`src/pkg/xpt_cfg_map.vh`:
```
// Constants for the crosspoint serial configuration host
`ifndef XPT_CFG_MAP_VH
`define XPT_CFG_MAP_VH

// ---------------------------------------------------------------
// Word layout
// ---------------------------------------------------------------
`define XPT_WORD_BITS      32
`define XPT_CODE_BITS      4
`define XPT_NUM_OUTPUTS    8
`define XPT_BIT_CNT_W      6

// ---------------------------------------------------------------
// Control codes
// ---------------------------------------------------------------
`define XPT_CODE_GROUND    4'h8
`define XPT_CODE_ENABLE    4'h9
`define XPT_CODE_DISABLE   4'hA
`define XPT_CODE_RESET     32'h0000_0000

// ---------------------------------------------------------------
// Timing, in nanoseconds and in SYS_CLK cycles
// ---------------------------------------------------------------
`define XPT_CLK_PERIOD_NS  8
`define XPT_HALF_NS        64
`define XPT_HALF_CYCLES    4'h8   // 64 ns at 8 ns a cycle, timer width
`define XPT_DIV_W          4

`endif

```
`src/hw/strobe_timer.v`:
```
// Half period timer for pin strobe timing
`timescale 1ns/1ps
module strobe_timer (
  input  wire       clk,
  input  wire       rst_n,
  input  wire       start,
  output reg        done
);
`include "xpt_cfg_map.vh"

  reg [`XPT_DIV_W-1:0] count_reg;

  // Counts one half period after start, pulses done
  always @(posedge clk or negedge rst_n) begin
    if (!rst_n) begin
      count_reg <= 4'h0;
      done      <= 1'b0;
    end else begin
      done <= 1'b0;
      if (start) begin
        count_reg <= `XPT_HALF_CYCLES;
      end else if (count_reg != 4'h0) begin
        count_reg <= count_reg - 4'h1;
        if (count_reg == 4'h1) begin
          done <= 1'b1;
        end
      end
    end
  end

endmodule // strobe_timer

```
`src/hw/xpt_serial_host.v`:
```
// Host that shifts configuration words into the crosspoint switch
`timescale 1ns/1ps
module xpt_serial_host (
  input  wire        SYS_CLK,
  input  wire        RST_N,
  input  wire        CMD_VALID,
  input  wire [31:0] CMD_WORD,
  input  wire        CMD_EDGE_MODE,
  input  wire        SERIAL_DATA_OUT_PIN,
  output reg         CMD_READY,
  output reg         CMD_DONE,
  output reg  [31:0] ECHO_WORD,
  output reg         SERIAL_DATA_IN_PIN,
  output reg         WRITE_STROBE,
  output reg         LATCH_STROBE,
  output reg         CHIP_ENABLE,
  output reg         CHIP_ENABLE_N
);
`include "xpt_cfg_map.vh"

  // -------------------------------------------------------------
  // States
  // -------------------------------------------------------------
  localparam ST_IDLE  = 3'd0;
  localparam ST_SETUP = 3'd1;
  localparam ST_HIGH  = 3'd2;
  localparam ST_LATLO = 3'd3;
  localparam ST_LATHI = 3'd4;
  localparam ST_DONE  = 3'd5;

  reg [2:0]                state_reg;
  reg [2:0]                state_next;
  reg [31:0]               word_reg;
  reg [31:0]               word_next;
  reg [31:0]               echo_reg;
  reg [31:0]               echo_next;
  reg [`XPT_BIT_CNT_W-1:0] bits_reg;
  reg [`XPT_BIT_CNT_W-1:0] bits_next;
  reg                      edge_reg;
  reg                      edge_next;
  reg                      sdi_next;
  reg                      wr_next;
  reg                      lat_next;
  reg                      start_next;
  reg                      start_reg;
  reg                      done_next;
  reg                      ready_next;
  reg [2:0]                sdo_sync;
  reg                      sdo_filt;
  wire                     half_done;

  // -------------------------------------------------------------
  // Pin input synchroniser, echo bit from daisy chain output
  // -------------------------------------------------------------
  always @(posedge SYS_CLK or negedge RST_N) begin
    if (!RST_N) begin
      sdo_sync <= 3'b000;
    end else begin
      sdo_sync <= {sdo_sync[1:0], SERIAL_DATA_OUT_PIN};
    end
  end

  // -------------------------------------------------------------
  // Echo bit filter, takes a change once two stages agree
  // -------------------------------------------------------------
  always @(posedge SYS_CLK or negedge RST_N) begin
    if (!RST_N) begin
      sdo_filt <= 1'b0;
    end else if (sdo_sync[2] == sdo_sync[1]) begin
      sdo_filt <= sdo_sync[2];
    end
  end

  strobe_timer u_timer (
    .clk   (SYS_CLK),
    .rst_n (RST_N),
    .start (start_reg),
    .done  (half_done)
  );

  // -------------------------------------------------------------
  // Sequencer: 32 write pulses then a latch pulse
  // -------------------------------------------------------------
  always @* begin
    state_next = state_reg;
    word_next  = word_reg;
    echo_next  = echo_reg;
    bits_next  = bits_reg;
    edge_next  = edge_reg;
    sdi_next   = SERIAL_DATA_IN_PIN;
    wr_next    = WRITE_STROBE;
    lat_next   = LATCH_STROBE;
    start_next = 1'b0;
    done_next  = 1'b0;
    ready_next = 1'b0;
    case (state_reg)
      ST_IDLE: begin
        ready_next = 1'b1;
        lat_next   = 1'b1;
        if (CMD_VALID && CMD_READY) begin
          word_next  = CMD_WORD;
          edge_next  = CMD_EDGE_MODE;
          bits_next  = 6'd0;
          ready_next = 1'b0;
          lat_next   = 1'b1;            // No transfer while shifting
          state_next = ST_SETUP;
          sdi_next   = CMD_WORD[31];
          wr_next    = 1'b0;
          start_next = 1'b1;
        end
      end
      ST_SETUP: begin
        if (half_done) begin
          wr_next    = 1'b1;
          start_next = 1'b1;
          state_next = ST_HIGH;
          echo_next  = {echo_reg[30:0], sdo_filt};
        end
      end
      ST_HIGH: begin
        if (half_done) begin
          wr_next    = 1'b0;
          start_next = 1'b1;
          word_next  = {word_reg[30:0], 1'b0};
          bits_next  = bits_reg + 6'd1;
          if (bits_reg == 6'd31) begin
            state_next = ST_LATLO;
            lat_next   = 1'b0;
          end else begin
            sdi_next   = word_reg[30];
            state_next = ST_SETUP;
          end
        end
      end
      ST_LATLO: begin
        if (half_done) begin
          lat_next   = 1'b1;
          if (edge_reg) begin
            start_next = 1'b1;          // Edge mode: let the rise settle
            state_next = ST_LATHI;
          end else begin
            state_next = ST_DONE;       // Level mode moved word while low
          end
        end
      end
      ST_LATHI: begin
        if (half_done) begin
          lat_next   = 1'b1;            // Parked high in both modes
          state_next = ST_DONE;
        end
      end
      ST_DONE: begin
        done_next  = 1'b1;
        state_next = ST_IDLE;
      end
      default: begin
        state_next = ST_IDLE;
      end
    endcase
  end

  // -------------------------------------------------------------
  // State registers
  // -------------------------------------------------------------
  always @(posedge SYS_CLK or negedge RST_N) begin
    if (!RST_N) begin
      state_reg <= ST_IDLE;
      word_reg  <= `XPT_CODE_RESET;
      echo_reg  <= 32'h0000_0000;
      bits_reg  <= 6'd0;
      edge_reg  <= 1'b1;
      start_reg <= 1'b0;
    end else begin
      state_reg <= state_next;
      word_reg  <= word_next;
      echo_reg  <= echo_next;
      bits_reg  <= bits_next;
      edge_reg  <= edge_next;
      start_reg <= start_next;
    end
  end

  // -------------------------------------------------------------
  // Pin and handshake outputs, all straight from flip-flops
  // -------------------------------------------------------------
  always @(posedge SYS_CLK or negedge RST_N) begin
    if (!RST_N) begin
      SERIAL_DATA_IN_PIN <= 1'b0;
      WRITE_STROBE       <= 1'b0;
      LATCH_STROBE       <= 1'b1;       // Parked high, no transfer
      CHIP_ENABLE        <= 1'b0;
      CHIP_ENABLE_N      <= 1'b1;
      CMD_READY          <= 1'b0;
      CMD_DONE           <= 1'b0;
      ECHO_WORD          <= 32'h0000_0000;
    end else begin
      SERIAL_DATA_IN_PIN <= sdi_next;
      WRITE_STROBE       <= wr_next;
      LATCH_STROBE       <= lat_next;
      CHIP_ENABLE        <= 1'b1;
      CHIP_ENABLE_N      <= 1'b0;
      CMD_READY          <= ready_next;
      CMD_DONE           <= done_next;
      if (done_next) begin
        ECHO_WORD <= echo_reg;
      end
    end
  end

endmodule // xpt_serial_host

```
`config.mk`:
```
export PLATFORM = sky130hd
export DESIGN_NAME = xpt_serial_host
export DESIGN_NICKNAME = d
export VERILOG_FILES = /design/src/hw/strobe_timer.v /design/src/hw/xpt_serial_host.v
export VERILOG_INCLUDE_DIRS = /design/src /design/src/pkg
export SDC_FILE = /design/constraint.sdc
export NUM_CORES = 1
export LEC_CHECK = 0
export BUFFER_PORTS_ARGS = -buffer_cell sky130_fd_sc_hd__buf_2
export CORE_AREA = 2 2 115 117
export CTS_BUF_LIST = sky130_fd_sc_hd__clkbuf_16
export CTS_CLUSTER_DIAMETER = 50
export DETAILED_ROUTE_END_ITERATION = 8
export DIE_AREA = 0 0 117 119
export MAX_ROUTING_LAYER = met4
export SETUP_SLACK_MARGIN = 0.1
export SYNTH_ARGS = -nofsm -noshare
export SYNTH_HDL_FRONTEND = slang
export SYNTH_SLANG_ARGS = --single-unit
```
`constraint.sdc`:
```
create_clock -name SYS_CLK -period 2 [get_ports SYS_CLK]
set_input_delay 0.2 -clock SYS_CLK [delete_from_list [all_inputs] [get_ports SYS_CLK]]
set_output_delay 0.2 -clock SYS_CLK [all_outputs]
set_load 0.02 [all_outputs]
```
## Word-level counts from Yosys, hierarchy flattened

Cells that the tools add are included.

- Reduce and logical (&&, ||, !) cells: 16
- Add/subtract/negate cells: 2
- Eq/ne operators: 16
- Muxes and demuxes: 38

Operators by type and width:

| cell | count |
|---|---|
| 31-bit two-way mux | 2 |
| 31-bit one-hot mux with 2 select lines | 1 |
| 1-bit two-way mux | 19 |
| 3-bit two-way mux | 5 |
| 3-bit one-hot mux with 5 select lines | 1 |
| 6-bit two-way mux | 2 |
| 6-bit one-hot mux with 2 select lines | 1 |
| 4-bit AND reduction | 3 |
| 2-bit by 1-bit inequality test with 1-bit output (second input constant) | 5 |
| 1-bit one-hot mux with 3 select lines | 3 |
| 4-bit two-way mux | 2 |
| 6-bit by 1-bit adder with 6-bit output (second input constant) | 1 |
| 3-bit by 2-bit == test with 1-bit output (second input constant) | 2 |
| 3-bit == test (second input constant) | 2 |
| 6-bit by 5-bit == test with 1-bit output (second input constant) | 1 |
| 2-bit inequality test (second input constant) | 3 |
| 3-bit nonzero test | 2 |
| 5-bit AND reduction | 1 |
| 4-bit by 1-bit == test with 1-bit output (second input constant) | 1 |
| 2-bit AND reduction | 2 |
| 2-bit nonzero test | 2 |
| 4-bit nonzero test | 1 |
| 2-bit OR reduction | 2 |
| 4-bit by 1-bit subtractor with 4-bit output (second input constant) | 1 |
| other kinds (7) | 7 |

- Bits in registers: 122
- Input port bits: 37
- Word-level logic and storage cells: 90
- Output and inout bits: 39

## Longest topological paths before layout

- Word-level depth: 4
- Gate-level depth with buffers: 8
- Gate-level depth less buffers: 5

## Modules after synthesis

A second synthesis with hierarchy kept.

- Cells, all modules: 454
- Area total of the unflattened synthesis: 5038.6 µm²

By module, submodules not included:

| module | seq. area each (µm²) | instances | cells an instance | area each (µm²) |
|---|---|---|---|---|
| xpt_serial_host | 2931.6 | 1 | 429 | 4765.8 |
| strobe_timer | 125.1 | 1 | 25 | 272.8 |

## Worst setup path before layout

OpenSTA, ideal clock, no wires.

- Path type: reg-to-reg
- Start point: register state_reg[1]
- End point: register echo_reg[10]
- Cell stages (with the launch flop): 7
- Clock period less this slack: 1799 ps
- Path slack: 201 ps
- Required time: 1875 ps
- Data arrival time: 1675 ps
- Setup time: 125 ps
- Cell sequence: dfrtp_1 > clkbuf_1 > inv_1 > nand2_1 > nor3_1 > buf_2 > mux2_2

- Word-level cells in the longest chain between the ends: 2

RTL lines:

| item | RTL line | RTL |
|---|---|---|
| start: declaration | xpt_serial_host.v:31 | `reg [2:0] state_reg;` |
| start signal: assignment | xpt_serial_host.v:174 | `state_reg <= state_next;` |
| 3-bit by 1-bit == test with 1-bit output | xpt_serial_host.v:96 | `case (state_reg)` |
| 2-bit AND reduction (no line) | - |  |
| end signal: assignment | xpt_serial_host.v:176 | `echo_reg <= echo_next;` |
| end: declaration | xpt_serial_host.v:35 | `reg [31:0] echo_reg;` |

Every way passes these cells.
A chain may end at the register's enable or synchronous reset.

## Worst setup path after layout

- Start point: register state_reg[1]
- End point: register echo_reg[28]

The elaborated chain is that of the path after synthesis.

==> metrics <==
run status finished, final reports clean; share of post-route cells with drive strength above 1 0.3898; die width 117 um; CTS H-Tree Depth 4; Levels on crit path 5; cts repair resizes 0; commonest non-fill, non-tap cells in the layout 119 x dfrtp_1, 74 x buf_2, 68 x mux2_2; clock-pin slew on the worst setup and hold paths 0.06 ns; RePlAce Congestion 0.8920; NumNets Final 519; Reg2Reg Depth 5; Overall Global Routing Usage 0.1456; CP required 2.28 ns; Mapped Nets 432; first-pass GRT wire length 15380 um; asr flop ratio synth 1.000; crit end category flip-flop; clk buf depth 2; Sw Ratio 0.2241; Yosys top cell area share 0.5938; Final ANT Viol Nets 0; Area Overhead vs Synth 24.10%; largest net degree at the start of global routing 52; grt total ovfl 0; Core ar. 0.01287 mm^2; die area 0.01392 mm^2; sequential share of power 0.474; Setup WS post-layout 0.3214 ns; Yosys reg bits 122; largest cells by area after synthesis dfrtp_1 59%, mux2_2 15%, mux2i_1 6.2%; syn avg cell area 12.83 um^2; synth warn 0; Mapped Cells 391; antenna violations before repair 0; Tmin final 1.679 ns; Worst Hold Depth 2; Post-synth EDFFs 0; routed len/inst 13.24 um; Fin. Hold Viols 0; CP Buf/Inv Count 2; synthesized area 0.005015 mm^2; most common cell after layout, fill and taps aside dfrtp_1; chip height 119 um; drt drc 0; IO Pins 76; DP Wirelength 6093 um; sequential fraction of the synthesis area 0.6095; Distinct cells, synth 35; overall power 5349 uW; number of global-route vias before repair 3241; internal power 4151 uW; Worst-Skew Late Latency 0.41 ns; unrepaired setup endpoints after global routing no; leakage power total 0.003090 uW; delay-heaviest family, CP buffers and inverters; Root Driver clkbuf_16; CTS tree yes; initial drt markers 138; slowest CP cell dfrtp_1; CP max stage delay 0.44 ns; CTS Sinks 122; number of port buffers 75; drt pass-1 iters 5; final WL 8834 um; worst-path cell chain inv_1, nand2_1, nor3_2, buf_12, mux2_2; Peak Freq 0.5957 GHz; setup slack at placement 0.3314 ns; vias 3132; worst hold path type in2reg; Clock power frac 0.499; area leader, netlist dfrtp_1; Setup TNS 0 ns; final setup skew 0.007524 ns; via density per instance 4.696; # rows 42; final setup violation count 0; Initial Utilization 0.3895; fillers 1173; max-cap violation count 0; Peak VDD IR 403.2 uV; final period utilization 0.8393; critical path startpoint category flip-flop; combinational power share 0.028; P_sw 1199 uW; Critical Path AT 1.96 ns; CTS buffer count 17; fin. max-slew vios 0; critical path type reg2reg; pwr/cell area 859.5 mW/mm^2; CP max FO 32; Top FF cell, synth dfrtp_1
power groups by stage:
stage	combinational, uW	clock (uW)	sequential, uW
2_1_floorplan	42.7	0	2580
3_3_place_gp	148	0	2580
3_5_place_dp	152	0	2580
4_1_cts	155	2730	2530
5_1_grt	175	2870	2540
6_report	149	2670	2530
repair_timing:
action,CTS,global route
buffers inserted,0,0
hold buffers,2,0
hold endpoints to repair,31,0
area by class of cell:
type / count / area [um^2] / share of cell area
Sequential cell: 122 / 3057 / 0.4912
Multi-Input combinational cell: 243 / 1851 / 0.2973
Timing Repair Buffer: 88 / 543.0 / 0.08725
Clock buffer: 17 / 425.4 / 0.06836
Tap cell: 176 / 220.2 / 0.03538
Clock inverter: 14 / 102.6 / 0.01649
Inverter: 6 / 22.52 / 0.003619
Antenna cell: 1 / 2.502 / 0.0004021
worst reg2reg max path: stages (launching register included):
cell and delay (ns):
dfrtp_1 0.44, inv_1 0.21, nand2_1 0.12, nor3_2 0.20
buf_12 0.24, mux2_2 0.37
logic make-up (layout without fill, tap and decap cells):
kind of cell    count (synthesis)  after routing  share of synthesized area
buf+inv                        26            125                    0.02495
xor+xnor                        3              3                   0.005240
flops                         122            122                     0.6095
other cells                     2              3                   0.001498
simple gates                   74             74                    0.06512
compound gates                 60             60                    0.06712
mux                            99             99                     0.2146
fa+ha+maj                       5              5                    0.01198
cells in the mapped netlist, types with 2 or more instances:
| master | n |
|---|---|
| nand2_1 | 40 |
| xnor2_1 | 3 |
| o21ai_0 | 39 |
| nor3_1 | 4 |
| a211oi_1 | 3 |
| nand3b_1 | 3 |
| mux2i_1 | 31 |
| a21oi_1 | 9 |
| clkbuf_1 | 7 |
| buf_6 | 2 |
| inv_1 | 6 |
| nor2b_1 | 4 |
| mux2_2 | 68 |
| dfstp_2 | 3 |
| buf_2 | 10 |
| nor2_1 | 12 |
| ha_1 | 4 |
| nand3_1 | 5 |
| dfrtp_1 | 119 |
| conb_1 | 2 |
| a22o_1 | 2 |
| nand2b_1 | 2 |
path summary, 6_finish.rpt:
path | slack, ns | start | endpoint
setup / recovery | 0.32 | state_reg[1] | echo_reg[28]
max in group asynchronous | 1.04 | RST_N | CHIP_ENABLE_N
setup reg to reg | 0.32 | state_reg[1] | echo_reg[28]
hold / removal | 0.03 | CMD_WORD[0] | word_reg[0]
hold reg to reg | 0.37 | sdo_sync[0] | sdo_sync[1]
min in group asynchronous | 0.28 | RST_N | ECHO_WORD[7]
through the flow:
stage | area, um^2 | utilization | hold WS [ns] | cells
after floorplan | 5015 | - | -0.09559 | 391
after global placement | 5673 | 0.4406 | 0.1778 | 633
after detailed placement | 5673 | 0.4406 | 0.1826 | 633
after CTS | 6221 | 0.4832 | 0.01356 | 666
after global routing | 6221 | 0.4832 | 0.01996 | 666
final | 6223 | 0.4834 | 0.02504 | 667
routing by layer:
layer  vias to the layer above  GRT usage  part of all wire
met4                         0    0.05956             0.015
met3                         8    0.04224             0.039
met2                        55     0.2168              0.48
met1                      1523     0.1871              0.47
met5                         -          -                 0
li1                       1546          -                 -
Note: power is estimated with default switching activity, not from simulation.
